$ cat config.mk
export PLATFORM = sky130hd
export DESIGN_NAME = smc_mode_power_ctrl
export DESIGN_NICKNAME = d
export VERILOG_FILES = /design/src/rtl/smc_pkg.sv /design/src/rtl/smc_timer_if.sv /design/src/rtl/smc_blackout_timer.sv /design/src/rtl/smc_strap_decode.sv /design/src/rtl/smc_mode_power_ctrl.sv
export SDC_FILE = /design/constraint.sdc
export NUM_CORES = 1
export LEC_CHECK = 0
export BUFFER_PORTS_ARGS = -buffer_cell sky130_fd_sc_hd__buf_4
export CORE_MARGIN = 2
export CORE_UTILIZATION = 30
export CTS_CLUSTER_DIAMETER = 60
export CTS_CLUSTER_SIZE = 30
export DETAILED_ROUTE_END_ITERATION = 10
export GPL_ROUTABILITY_DRIVEN = 0
export HOLD_SLACK_MARGIN = 0.12
export PLACE_DENSITY = 0.57
export SLEW_MARGIN = 20
export SYNTH_ARGS = -nofsm -noshare
export SYNTH_HDL_FRONTEND = slang
export SYNTH_SLANG_ARGS = --single-unit
$ cat constraint.sdc
create_clock -name CLK -period 2.5 [get_ports CLK]
set_input_delay 0.25 -clock CLK [delete_from_list [all_inputs] [get_ports CLK]]
set_output_delay 0.25 -clock CLK [all_outputs]
set_load 0.01 [all_outputs]
$ cat src/rtl/smc_pkg.sv
/*
 * Shared constants and types of the serializer mode and power control block.
 * Assumes a 100 MHz core clock; all cycle counts below derive from that rate.
 */
package smc_pkg;

   // clock
   localparam int CLK_PERIOD_NS = 10;

   // register map, 8-bit register port
   localparam logic [7:0] REV_CFG_ADDR = 8'h1A;
   localparam logic [7:0] CTRL_CFG_ADDR = 8'h04;
   localparam logic [7:0] STATUS_ADDR = 8'h05;
   localparam logic [7:0] REV_CFG_RESET = 8'h00;
   localparam logic [7:0] CTRL_CFG_RESET = 8'h00;

   // reverse_channel_config fields
   localparam int FAST_RETURN_BIT = 7;
   localparam int ROBUST_RETURN_BIT = 6;

   // control register fields
   localparam int SLEEP_BIT = 0;
   localparam int CFG_LINK_EN_BIT = 1;
   localparam int SERIAL_LINK_EN_BIT = 2;
   localparam int REMOTE_WAKE_DIS_BIT = 3;
   localparam int DATA_RATE_BIT = 4;
   localparam int SPREAD_BIT = 5;

   // status register fields
   localparam int ST_SLEEP_BIT = 0;
   localparam int ST_REV_BLACKOUT_BIT = 1;
   localparam int ST_CTRL_READY_BIT = 2;
   localparam int ST_CFG_LINK_BIT = 3;
   localparam int ST_WAKING_BIT = 4;

   // blackout times and derived cycle counts (least times, rounded up)
   localparam int REV_LOCAL_US = 500;
   localparam int REV_PEER_US = 1920;
   localparam int PEER_UP_MS = 2;
   localparam int REV_LOCAL_CYC_DEF = (REV_LOCAL_US * 1000 + CLK_PERIOD_NS - 1) / CLK_PERIOD_NS;
   localparam int REV_PEER_CYC_DEF = (REV_PEER_US * 1000 + CLK_PERIOD_NS - 1) / CLK_PERIOD_NS;
   localparam int PEER_UP_CYC_DEF = (PEER_UP_MS * 1000000 + CLK_PERIOD_NS - 1) / CLK_PERIOD_NS;
   localparam int TMR_W = 18;

   // three-level strap reading, gray along low-mid-high
   typedef enum logic [1:0] {
      LVL_LOW = 2'h0,
      LVL_MID = 2'h1,
      LVL_HIGH = 2'h3
   } smc_lvl_type;

   // power state
   typedef enum logic [1:0] {
      PWR_RUN = 2'h0,
      PWR_SLEEP = 2'h1,
      PWR_WAKE = 2'h3
   } smc_pwr_type;

   // reverse channel mode
   typedef enum logic [1:0] {
      REV_LEGACY = 2'h0,
      REV_ROBUST = 2'h1,
      REV_FAST = 2'h3
   } smc_rev_type;

endpackage : smc_pkg

$ cat src/rtl/smc_timer_if.sv
/*
 * Carrier between the control logic and a blackout timer.
 * Assumes both ends sit on the same clock.
 */
`timescale 1ns/1ps
interface smc_timer_if;
   logic load;
   logic [smc_pkg::TMR_W-1:0] count;
   logic busy;
   modport ctl (output load, output count, input busy);
   modport tmr (input load, input count, output busy);
endinterface : smc_timer_if

$ cat src/rtl/smc_blackout_timer.sv
/*
 * Down-counting blackout timer; busy while the count is not zero.
 * Assumes load is a one-cycle request; a longer pending count is kept.
 */
`timescale 1ns/1ps
module smc_blackout_timer (
   // clock and reset
   input wire logic clk,
   input wire logic rst_n,
   // control side
   smc_timer_if.tmr tif
);

   logic [smc_pkg::TMR_W-1:0] cnt_ff;

   // a new load never shortens a blackout already running
   always_ff @(posedge clk or negedge rst_n) begin
      if (!rst_n) begin
         cnt_ff <= '0;
      end else if (tif.load && tif.count > cnt_ff) begin
         cnt_ff <= tif.count;
      end else if (cnt_ff != '0) begin
         cnt_ff <= cnt_ff - 1'b1;
      end
   end

   assign tif.busy = (cnt_ff != '0);

endmodule : smc_blackout_timer

$ cat src/rtl/smc_strap_decode.sv
/*
 * Resolves the strap pins into three levels and applies the strap tables.
 * Assumes each pin is sensed by two comparators: above the upper and above the lower threshold.
 */
`timescale 1ns/1ps
module smc_strap_decode (
   // sensed pins
   input wire logic [3:0] pins_hi,
   input wire logic [3:0] pins_lo,
   input wire logic robust_hi,
   input wire logic robust_lo,
   input wire logic bw_hi,
   input wire logic bw_lo,
   // decoded values
   output logic [2:0] low_dec,
   output logic [2:0] high_dec,
   output logic robust,
   output logic [1:0] bw_lvl
);

   function automatic smc_pkg::smc_lvl_type level(input logic hi, input logic lo);
      if (hi) begin
         return smc_pkg::LVL_HIGH;
      end else if (lo) begin
         return smc_pkg::LVL_MID;
      end
      return smc_pkg::LVL_LOW;
   endfunction : level

   // result is {mode, first-pin option, second-pin option}; both pairs share the table shape
   function automatic logic [2:0] pair_decode(input smc_pkg::smc_lvl_type a, input smc_pkg::smc_lvl_type b);
      if (a != smc_pkg::LVL_MID && b != smc_pkg::LVL_MID) begin
         return {1'b0, a == smc_pkg::LVL_HIGH, b == smc_pkg::LVL_HIGH};
      end else if (a == smc_pkg::LVL_MID && b != smc_pkg::LVL_HIGH) begin
         return 3'h4;
      end else if (a == smc_pkg::LVL_LOW) begin
         return 3'h5;
      end else if (a == smc_pkg::LVL_HIGH) begin
         return 3'h6;
      end
      return 3'h7;
   endfunction : pair_decode

   assign low_dec = pair_decode(level(pins_hi[1], pins_lo[1]), level(pins_hi[0], pins_lo[0]));
   assign high_dec = pair_decode(level(pins_hi[3], pins_lo[3]), level(pins_hi[2], pins_lo[2]));
   assign robust = (level(robust_hi, robust_lo) != smc_pkg::LVL_LOW);
   assign bw_lvl = level(bw_hi, bw_lo);

endmodule : smc_strap_decode

$ cat src/rtl/smc_mode_power_ctrl.sv
/*
 * Mode and power control of a serial video serializer: strap capture, reverse channel
 * mode selection with blackout, sleep and wake sequencing, configuration link control.
 * Assumes register accesses arrive on a simple strobe port fed by the control channel,
 * and that RST_N is the active-low power-down pin.
 */
`timescale 1ns/1ps
module smc_mode_power_ctrl #(
   parameter int REV_LOCAL_CYC = smc_pkg::REV_LOCAL_CYC_DEF,
   parameter int REV_PEER_CYC = smc_pkg::REV_PEER_CYC_DEF,
   parameter int PEER_UP_CYC = smc_pkg::PEER_UP_CYC_DEF
) (
   // clock and power-down reset
   input wire logic CLK,
   input wire logic RST_N,
   // strap sensing
   input wire logic [3:0] STRAP_PINS_HI,
   input wire logic [3:0] STRAP_PINS_LO,
   input wire logic OUTPUT_PIN_ROBUST_STRAP_HI,
   input wire logic OUTPUT_PIN_ROBUST_STRAP_LO,
   input wire logic BUS_WIDTH_PIN_HI,
   input wire logic BUS_WIDTH_PIN_LO,
   // register port
   input wire logic REG_WR,
   input wire logic REG_RD,
   input wire logic [7:0] REG_ADDR,
   input wire logic [7:0] REG_WDATA,
   input wire logic REG_REMOTE,
   output logic [7:0] REG_RDATA,
   // link events
   input wire logic PARALLEL_CLOCK_IN_OK,
   input wire logic LINK_LOCKED,
   input wire logic CAMERA_DISPLAY_SELECT,
   input wire logic CTRL_CMD,
   input wire logic CTRL_CMD_REMOTE,
   input wire logic PEER_MODE_CHANGE,
   input wire logic PEER_POWERUP,
   input wire logic REV_RX_VALID,
   input wire logic REV_RX_BIT,
   // strap results
   output logic CTRL_PROTO_SELECT,
   output logic SPREAD_ENABLE_BIT,
   output logic DATA_RATE_PICK,
   output logic CABLE_TYPE_SELECT,
   output logic AUTO_LINK_DISABLE,
   output logic LATCH_EDGE_SELECT,
   output logic [1:0] BUS_WIDTH_PIN_LVL,
   // reverse channel
   output logic [1:0] REV_MODE,
   output logic REV_BLACKOUT,
   output logic REV_RX_VALID_OUT,
   output logic REV_RX_BIT_OUT,
   // power and link
   output logic SLEEPING,
   output logic PROT_CLEAR,
   output logic SER_OUT_EN,
   output logic OSC_ENABLE,
   output logic CFG_LINK_ACTIVE,
   output logic VIDEO_LOCK_TRY,
   output logic CTRL_CHAN_READY
);

   logic [2:0] low_dec, high_dec, low_ff, high_ff;
   logic [1:0] bw_lvl, bw_ff, rev_mode_ff;
   logic [7:0] rev_cfg_ff, ctrl_cfg_ff, rdata_ff, status;
   smc_pkg::smc_pwr_type pwr_ff, nxt_pwr;
   logic strap_robust, latched_ff, prot_clear_ff, rx_valid_ff, rx_bit_ff;
   logic cfg_active_ff, video_try_ff, ser_en_ff, ready_ff;
   logic wr_rev, wr_ctrl, local_mode_change, wake_cmd, cfg_active, video_try;

   smc_timer_if rev_tif ();
   smc_timer_if peer_tif ();

   smc_strap_decode u_strap (
      .pins_hi(STRAP_PINS_HI),
      .pins_lo(STRAP_PINS_LO),
      .robust_hi(OUTPUT_PIN_ROBUST_STRAP_HI),
      .robust_lo(OUTPUT_PIN_ROBUST_STRAP_LO),
      .bw_hi(BUS_WIDTH_PIN_HI),
      .bw_lo(BUS_WIDTH_PIN_LO),
      .low_dec(low_dec),
      .high_dec(high_dec),
      .robust(strap_robust),
      .bw_lvl(bw_lvl)
   );

   smc_blackout_timer u_rev_tmr (
      .clk(CLK),
      .rst_n(RST_N),
      .tif(rev_tif.tmr)
   );

   smc_blackout_timer u_peer_tmr (
      .clk(CLK),
      .rst_n(RST_N),
      .tif(peer_tif.tmr)
   );

   // writes are refused until the straps are captured so they cannot race the capture
   assign wr_rev = REG_WR && latched_ff && REG_ADDR == smc_pkg::REV_CFG_ADDR;
   assign wr_ctrl = REG_WR && latched_ff && REG_ADDR == smc_pkg::CTRL_CFG_ADDR;
   assign local_mode_change = wr_rev
      && (REG_WDATA[smc_pkg::ROBUST_RETURN_BIT] != rev_cfg_ff[smc_pkg::ROBUST_RETURN_BIT]
      || REG_WDATA[smc_pkg::FAST_RETURN_BIT] != rev_cfg_ff[smc_pkg::FAST_RETURN_BIT]);

   // strap capture on the first edge after power-down release
   always_ff @(posedge CLK or negedge RST_N) begin
      if (!RST_N) begin
         latched_ff <= 1'b0;
         low_ff <= 3'h0;
         high_ff <= 3'h0;
         bw_ff <= 2'h0;
      end else if (!latched_ff) begin
         latched_ff <= 1'b1;
         low_ff <= low_dec;
         high_ff <= high_dec;
         bw_ff <= bw_lvl;
      end
   end

   // reverse channel configuration; strap seeds the robust bit
   always_ff @(posedge CLK or negedge RST_N) begin
      if (!RST_N) begin
         rev_cfg_ff <= smc_pkg::REV_CFG_RESET;
      end else if (!latched_ff) begin
         rev_cfg_ff[smc_pkg::ROBUST_RETURN_BIT] <= strap_robust;
      end else if (wr_rev) begin
         rev_cfg_ff <= REG_WDATA;
      end
   end

   // control register; data rate and spread start from the straps
   always_ff @(posedge CLK or negedge RST_N) begin
      if (!RST_N) begin
         ctrl_cfg_ff <= smc_pkg::CTRL_CFG_RESET;
      end else if (!latched_ff) begin
         ctrl_cfg_ff[smc_pkg::DATA_RATE_BIT] <= low_dec[0];
         ctrl_cfg_ff[smc_pkg::SPREAD_BIT] <= low_dec[1];
      end else if (wr_ctrl) begin
         ctrl_cfg_ff <= REG_WDATA;
      end
   end

   // any command wakes a sleeper; remote ones only while the wake receiver is usable
   assign wake_cmd = (CTRL_CMD && !CTRL_CMD_REMOTE) || (REG_WR && !REG_REMOTE)
      || (((CTRL_CMD && CTRL_CMD_REMOTE) || (REG_WR && REG_REMOTE))
      && !ctrl_cfg_ff[smc_pkg::REMOTE_WAKE_DIS_BIT] && !high_ff[2]);

   always_comb begin
      nxt_pwr = pwr_ff;
      case (pwr_ff)
         smc_pkg::PWR_RUN: begin
            if (wr_ctrl && REG_WDATA[smc_pkg::SLEEP_BIT]) begin
               nxt_pwr = smc_pkg::PWR_SLEEP;
            end
         end
         smc_pkg::PWR_SLEEP: begin
            if (wake_cmd) begin
               nxt_pwr = smc_pkg::PWR_WAKE;
            end
         end
         smc_pkg::PWR_WAKE: begin
            if (wr_ctrl) begin
               nxt_pwr = REG_WDATA[smc_pkg::SLEEP_BIT] ? smc_pkg::PWR_SLEEP : smc_pkg::PWR_RUN;
            end
         end
         default: begin
            nxt_pwr = smc_pkg::PWR_RUN;
         end
      endcase
   end

   // power-up always lands in run; the strap for camera use cannot force sleep here
   always_ff @(posedge CLK or negedge RST_N) begin
      if (!RST_N) begin
         pwr_ff <= smc_pkg::PWR_RUN;
         prot_clear_ff <= 1'b0;
      end else begin
         pwr_ff <= nxt_pwr;
         prot_clear_ff <= nxt_pwr == smc_pkg::PWR_SLEEP && pwr_ff != smc_pkg::PWR_SLEEP;
      end
   end

   // blackout timers
   assign rev_tif.load = local_mode_change || PEER_MODE_CHANGE;
   assign rev_tif.count = PEER_MODE_CHANGE ? smc_pkg::TMR_W'(REV_PEER_CYC) : smc_pkg::TMR_W'(REV_LOCAL_CYC);
   assign peer_tif.load = PEER_POWERUP;
   assign peer_tif.count = smc_pkg::TMR_W'(PEER_UP_CYC);

   // reverse mode and gated receive path
   always_ff @(posedge CLK or negedge RST_N) begin
      if (!RST_N) begin
         rev_mode_ff <= smc_pkg::REV_LEGACY;
         rx_valid_ff <= 1'b0;
         rx_bit_ff <= 1'b0;
      end else begin
         if (!rev_cfg_ff[smc_pkg::ROBUST_RETURN_BIT]) begin
            rev_mode_ff <= smc_pkg::REV_LEGACY;
         end else if (rev_cfg_ff[smc_pkg::FAST_RETURN_BIT]) begin
            rev_mode_ff <= smc_pkg::REV_FAST;
         end else begin
            rev_mode_ff <= smc_pkg::REV_ROBUST;
         end
         rx_valid_ff <= REV_RX_VALID && !rev_tif.busy;
         rx_bit_ff <= REV_RX_BIT;
      end
   end

   // link control: configuration link only while video is not enabled and no clock
   assign video_try = latched_ff && pwr_ff != smc_pkg::PWR_SLEEP
      && (ctrl_cfg_ff[smc_pkg::SERIAL_LINK_EN_BIT] || (!high_ff[1] && PARALLEL_CLOCK_IN_OK));
   assign cfg_active = latched_ff && pwr_ff != smc_pkg::PWR_SLEEP && ctrl_cfg_ff[smc_pkg::CFG_LINK_EN_BIT]
      && !ctrl_cfg_ff[smc_pkg::SERIAL_LINK_EN_BIT] && !PARALLEL_CLOCK_IN_OK;

   always_ff @(posedge CLK or negedge RST_N) begin
      if (!RST_N) begin
         cfg_active_ff <= 1'b0;
         video_try_ff <= 1'b0;
         ser_en_ff <= 1'b0;
         ready_ff <= 1'b0;
      end else begin
         cfg_active_ff <= cfg_active;
         video_try_ff <= video_try;
         ser_en_ff <= video_try || cfg_active;
         ready_ff <= LINK_LOCKED && (video_try_ff || cfg_active_ff) && !peer_tif.busy;
      end
   end

   assign status = {3'h0, pwr_ff == smc_pkg::PWR_WAKE, cfg_active_ff, ready_ff, rev_tif.busy,
      pwr_ff != smc_pkg::PWR_RUN};

   // reads answer one edge later; unmapped addresses read zero
   always_ff @(posedge CLK or negedge RST_N) begin
      if (!RST_N) begin
         rdata_ff <= 8'h00;
      end else if (REG_RD) begin
         case (REG_ADDR)
            smc_pkg::REV_CFG_ADDR: rdata_ff <= rev_cfg_ff;
            smc_pkg::CTRL_CFG_ADDR: rdata_ff <= ctrl_cfg_ff;
            smc_pkg::STATUS_ADDR: rdata_ff <= status;
            default: rdata_ff <= 8'h00;
         endcase
      end
   end

   assign REG_RDATA = rdata_ff;
   assign CTRL_PROTO_SELECT = low_ff[2];
   assign SPREAD_ENABLE_BIT = ctrl_cfg_ff[smc_pkg::SPREAD_BIT];
   assign DATA_RATE_PICK = ctrl_cfg_ff[smc_pkg::DATA_RATE_BIT];
   assign CABLE_TYPE_SELECT = high_ff[2];
   assign AUTO_LINK_DISABLE = high_ff[1];
   assign LATCH_EDGE_SELECT = high_ff[0];
   assign BUS_WIDTH_PIN_LVL = bw_ff;
   assign REV_MODE = rev_mode_ff;
   assign REV_BLACKOUT = rev_tif.busy;
   assign REV_RX_VALID_OUT = rx_valid_ff;
   assign REV_RX_BIT_OUT = rx_bit_ff;
   assign SLEEPING = pwr_ff == smc_pkg::PWR_SLEEP;
   assign PROT_CLEAR = prot_clear_ff;
   assign SER_OUT_EN = ser_en_ff;
   assign OSC_ENABLE = cfg_active_ff;
   assign CFG_LINK_ACTIVE = cfg_active_ff;
   assign VIDEO_LOCK_TRY = video_try_ff;
   assign CTRL_CHAN_READY = ready_ff;
endmodule : smc_mode_power_ctrl

# Word level (Yosys, flattened, before mapping)
# Index checks and enable logic that the tools add are counted.
[op_classes] n_eq_ne=23 addsub=2 n_mux=65 order_cmp=2 n_reduce_logical=55
[ops] operator="$mux 18" count=5
[ops] operator="$mux 2" count=24
[ops] operator="$reduce_bool 18->1" count=2
[ops] operator="$sub 18x1->18 const B" count=2
[ops] operator="$mux 3" count=10
[ops] operator="$logic_and 1x1->1" count=27
[ops] operator="$pmux 8 s3" count=1
[ops] operator="$mux 1" count=22
[ops] operator="$gt 18x18->1" count=1
[ops] operator="$gt 18x18->1 const A" count=1
[ops] operator="$eq 8x3->1 const B" count=2
[ops] operator="$ne 2x1->1 const B" count=7
[ops] operator="$eq 2x2->1 const B" count=5
[ops] operator="$logic_not 1->1" count=9
[ops] operator="$eq 2x1->1 const B" count=4
[ops] operator="$eq 8x5->1 const B" count=1
[ops] operator="$logic_or 1x1->1" count=8
[ops] operator="$reduce_bool 2->1" count=4
[ops] operator="$mux 7" count=1
[ops] operator="$logic_not 2->1" count=3
[ops] operator="$mux 6" count=1
[ops] operator="$pmux 2 s3" count=1
[ops] operator="$ne 2x2->1 const B" count=2
[ops] operator="$reduce_and 2->1" count=2
[ops] operator="$ne 1x1->1" count=2
[word_totals] word_cells=167 input_bits=42 ff_bits=80

# Depth between registers and ports, before layout
[logic_depth] word_depth=10 ltp_mapped=9 depth_no_buf=7

# By module
# A second synthesis with hierarchy kept.
[hier_totals] cells_unflattened=507 area_unflattened_um2=5133.7
[modules_own_cells] module="smc_blackout_timer" area_each_um2=1595.3 instances=2 seq_area_each_um2=450.4 cells_per_inst=170
[modules_own_cells] module="smc_mode_power_ctrl" area_each_um2=1850.5 instances=1 seq_area_each_um2=1051.0 cells_per_inst=152
[modules_own_cells] module="smc_strap_decode" area_each_um2=92.6 instances=1 seq_area_each_um2=0.0 cells_per_inst=15

# Worst setup path after synthesis
# OpenSTA, ideal clock, no wires.
[synth_timing] kind="register to register" startpoint="reg u_rev_tmr.cnt_ff[0] in the netlist's numbering" endpoint="reg u_rev_tmr.cnt_ff[14] in the netlist's numbering" setup_slack_ns=0.405 period_less_slack_ns=2.095 stages_incl_launch_ff=9 setup_time_ns=0.131 t_required_ns=2.369 t_arrival_ns=1.963 path_cell_list="dfrtp_1 inv_1 ha_1 or3b_1 nor4_1 mux2i_1 o211a_1 buf_6 or3b_1"
[synth_via] elab_chain_len=3 word_cells_on_any_way=7 cone_classes="1 x add/sub; 1 x order compare; 2 x mux; 3 x reduce/logical"
[synth_lines] element="start, declared" line="smc_blackout_timer.sv:14" rtl="logic [smc_pkg::TMR_W-1:0] cnt_ff;"
[synth_lines] element="start signal, assigned" line="smc_blackout_timer.sv:21" rtl="cnt_ff <= tif.count;"
[synth_lines] element="start signal, assigned" line="smc_blackout_timer.sv:23" rtl="cnt_ff <= cnt_ff - 1'b1;"
[synth_lines] element="$sub 18x1->18 / $gt 18x18->1 (equally long branches)" line="smc_blackout_timer.sv:23, smc_blackout_timer.sv:20"
[synth_lines] element="$mux 18 / $logic_and 1x1->1 (equally long branches)" line="smc_blackout_timer.sv:22, smc_blackout_timer.sv:20"
[synth_lines] element="$mux 18 / $reduce_bool 2->1 (equally long branches)"
# Parallel ways exist; a longest one is shown, timed or not. The select of a mux whose other input is x is not followed.
# A chain may end at the register's enable or synchronous reset.

# Worst setup path after layout
[layout_timing] startpoint="reg u_rev_tmr.cnt_ff[0] in the netlist's numbering" endpoint="out REV_BLACKOUT"
[layout_via] elab_chain_len=1
[layout_lines] element="$reduce_bool 18->1" line="smc_blackout_timer.sv:27" rtl="assign tif.busy = (cnt_ff != '0);"
[layout_lines] element="end, declared" line="smc_mode_power_ctrl.sv:50" rtl="output logic REV_BLACKOUT,"
# Every way passes these cells.

==> results.txt <==
----------------------------------------------------
[CTS]
  Number of H-tree levels ... 3
  Post CTS Setup Buffer Count ... 0
  Clock edge transition at the registers on the reported setup and hold paths ... 0.06 ns
  Clock Latency Late Sink ... approximately 0.34 ns
  TritonCTS buffer count ... 9
  Clk buf depth ... 2
  CTS tree ... yes
  Number of clock sinks ... 78
  Clock root buffer ... sky130_fd_sc_hd__clkbuf_16

[Layout]
  Multi-input logic area ... 1970 um^2
  Area Overhead vs Synth ... 28.3%
  Most frequent cells in the layout ... sky130_fd_sc_hd__dfrtp_1 (78), sky130_fd_sc_hd__buf_4 (78), sky130_fd_sc_hd__nor2_1 (46)
  FF+latch area ... ~2000 um^2
  Finished Core Util ... 39.6%
  Layout net count ... between 500 and 600
  Proportion of layout cells with a drive suffix above 1 ... between 20% and 30%
  Final Non-Filler Cells ... around 680
  Fill cell instance count of the final layout ... roughly 1,400
  Antenna fix cells ... 0

[Run]
  Maximum capacitance violations ... 0

[Timing]
  Worst-Margin Slew ... 0.659 ns
  Final period util ... 95.1%
  Worst Hold Slack ... 0.129 ns
  Slew Viols, Final ... 0
  Min Clock Period, post-route ... between 2 and 2.5 ns
  Number of hold violations in the final report ... 0
  Unrepaired setup endpoints after global routing ... false
  Final setup violating endpoints ... 0
  Peak clock frequency supported by timing ... around 420 MHz
  Clock Skew ... between 0.003 and 0.004 ns
  Rel. slew slack ... a little under three fifths
  Setup_tns ... 0 ns
  Crit path setup slack, layout ... between 0.1 and 0.15 ns

[GRT]
  Vias in the first global route ... 3,450
  Total GRT Usage ... between 10% and 20%
  GRT met2 Usage ... a little under a quarter
  First-pass GRT wire length ... around 17,000 um
  GRT Max-Usage Layer ... met2
  Global Route met3 Usage ... about 4.1%
  Pin count of the biggest net entering global routing ... approximately 40
  Remaining global-route overflow ... 0
  Antenna violations before repair ... 0
  Met1 global-route usage ... between 10% and 20%

[Placement]
  Number of instances in the placed design ... around 660
  Worst slack, placed ... 0.167 ns
  Detailed placer's ending HPWL ... about 7200 um
  Count of input and output buffers ... about 70

[Detailed routing]
  Final antenna-violating net count ... 0
  Via count normalized by instance count ... a little under 5
  Final Routed Wirelength ... 9660 um
  Average wire length per cell after detail routing ... approximately 14 um
  DRC violation count after routing ... 0
  Iter 0 DRT Violations ... between 150 and 200
  Total number of vias ... 3,348
  Number of iterations in the first detailed-routing pass ... 4

[Synthesis]
  Prevailing post-synth register cell ... sky130_fd_sc_hd__dfrtp_1
  Post-synth EDFFs ... 0
  Seq/Total Area, Yosys ... 47.4%
  Post-synthesis cell count ... about 420
  Count of state elements after synthesis ... a little under 80
  Fraction of registers with async set/reset ... 100%
  Number of warnings printed during yosys synthesis ... 0
  Cell area after synthesis ... between 4000 and 5000 um^2
  Mapped Avg Cell Area ... just under 10 um^2
  Mapped Nets ... 469
  Distinct cell type count after synthesis ... 62

[Floorplanning]
  Die area ... approximately 15,000 um^2
  Starting density of the core ... between 30% and 40%
  Rows ... 42
  Count of pins on the block boundary ... 70
  Die Span Y ... between 100 and 150 um
  Die Span X ... about 120 um
  Core outline area ... 13,300 um^2

[Pwr]
  Switching Share ... 26.5%
  Switching power total ... around 0.95 mW
  Maximum vdd ir drop ... between 0.2 and 0.3 mV
  Combinational cell fraction of total power ... around 17%
  Internal power ... 2.63 mW
  Portion of total power attributed to the clock network ... 42.3%
  Leak Pwr ... between 2 and 2.5 nW
  Power density cells ... a little under 700 nW/um^2
  Share of power burned in registers ... approximately two fifths

[Worst setup path]
  Reg-to-reg slack, setup ... between 0.2 and 0.25 ns
  Delay of the slowest cell on the worst path ... ~0.41 ns
  Most frequent CP cell ... sky130_fd_sc_hd__buf_4
  Category of the worst setup path launch point ... flip-flop
  FF-to-FF End ... u_rev_tmr.cnt_ff[14]
  Depth of the worst register-to-register path ... 7
  Worst endpoint data arrival time ... about 2.1 ns
  Endpoint required time on the critical path ... 2.25 ns
  Category of the critical setup timing path ... reg -> out
  Critical path origin ... u_rev_tmr.cnt_ff[0]
  Cell with the largest stage delay on the worst path ... sky130_fd_sc_hd__dfrtp_1
  Crit Reg-Reg Startpoint ... u_rev_tmr.cnt_ff[0]
  Highest net fanout along the worst path ... 7
  Destination of the critical timing path ... REV_BLACKOUT
  Crit path capture type ... output pin
  Cell Chain, Critical Path ... inv_1 -> ha_1 -> or3b_1 -> and2b_2 -> nand4_1 -> buf_4 -> buf_4

[Min path]
  Path type of the worst min-delay path ... in -> reg

[Run status]
  Status ... finished, final reports clean

----------------------------------------------------
-- registers in the layout, summed over array words and instances (netlist names) --
register,cells
latched_ff,1
CFG_LINK_ACTIVE,1
REV_MODE,2
PROT_CLEAR,1
high_ff,3
u_rev_tmr.cnt_ff,18
pwr_ff,2
low_ff,1
u_peer_tmr.cnt_ff,18
REV_RX_BIT_OUT,1
REV_RX_VALID_OUT,1
rev_cfg_ff,8
SER_OUT_EN,1
ctrl_cfg_ff,8
BUS_WIDTH_PIN_LVL,2
REG_RDATA,8
CTRL_CHAN_READY,1
VIDEO_LOCK_TRY,1
-- power groups by stage --
stage,registers (mW),clock network [mW],logic (mW)
detailed placement,1.50,0,0.590
finish,1.47,1.51,0.595
CTS,1.47,1.55,0.607
global placement,1.49,0,0.578
floorplan,1.48,0,0.363
global route,1.49,1.62,0.678
-- cells by family (layout without fill, tap and decap cells) --
group / after synthesis / count (layout) / share of synthesized area (%)
AO/OA/AOI/OAI: 78 / 78 / 12.5
adder cells (fa/ha/maj): 11 / 11 / 3.34
other: 1 / 1 / 0.0910
buffers and inverters: 47 / 136 / 4.95
flip-flops: 78 / 78 / 47.4
multiplexers: 21 / 21 / 5.53
AND/OR/NAND/NOR: 153 / 153 / 20.5
XOR/XNOR: 27 / 27 / 5.74
-- through the flow --
step	power [mW]	cell area, um^2
6_report	3.58	5290
5_1_grt	3.79	5290
3_3_place_gp	2.07	4900
2_1_floorplan	1.84	4120
4_1_cts	3.63	5280
3_5_place_dp	2.09	4900
-- critical path: cells and delay by family, from the launching register on --
family                     cells  cell delay [ns]
adders and majority gates      1             0.18
buffers and inverters          3             0.45
DFF                            1             0.41
and+or+nand+nor                3             0.76
-- routing by layer --
layer	vias up	routed length, um	part of all wire [%]
met5	-	0	0
met4	0	224	2.3
met2	67	4510	47
li1	1641	-	-
met3	12	545	5.6
met1	1628	4380	45
-- final cells by class --
cell class / instances / area share (%)
sequential: 78 / 36.9
tap: 176 / 4.17
clock buffer: 11 / 4.40
clock inverter: 5 / 2.04
timing repair buffer: 84 / 12.6
multi-input combinational: 291 / 37.3
inverter: 36 / 2.56
-- worst min path at each step --
stage	from	to	slack [ns]	cells past startpoint
CTS	REV_RX_VALID	REV_RX_VALID_OUT	0.12	3
floorplan	RST_N	BUS_WIDTH_PIN_LVL[0]	-0.05	0
global placement	RST_N	u_peer_tmr.cnt_ff[1]	0.27	1
finish	REV_RX_VALID	REV_RX_VALID_OUT	0.13	3
detailed placement	RST_N	u_peer_tmr.cnt_ff[16]	0.27	1
global route	REG_WDATA[1]	ctrl_cfg_ff[1]	0.14	2
-- synthesized netlist by cell type (9+ instances only) --
master / n / area share, %
sky130_fd_sc_hd__nor4_1: 10 / 1.5
sky130_fd_sc_hd__nor3_1: 13 / 1.6
sky130_fd_sc_hd__inv_1: 36 / 3.3
sky130_fd_sc_hd__nand2_1: 24 / 2.2
sky130_fd_sc_hd__a21oi_1: 17 / 2.1
sky130_fd_sc_hd__o22ai_1: 9 / 1.4
sky130_fd_sc_hd__nor2_1: 46 / 4.2
sky130_fd_sc_hd__xnor2_1: 21 / 4.5
sky130_fd_sc_hd__ha_1: 11 / 3.3
sky130_fd_sc_hd__dfrtp_1: 78 / 47
sky130_fd_sc_hd__o21ai_0: 13 / 1.6
sky130_fd_sc_hd__mux2_2: 14 / 3.8
-- timing repair --
| item | 4_1_cts | 5_1_grt |
|---|---|---|
| hold buffers | 4 | 0 |
| endpoints found under the hold margin | 41 | 0 |
| resized for setup | 0 | 3 |
| setup endpoints to repair | 0 | 5 |
Power figures use the tool's default switching activity.
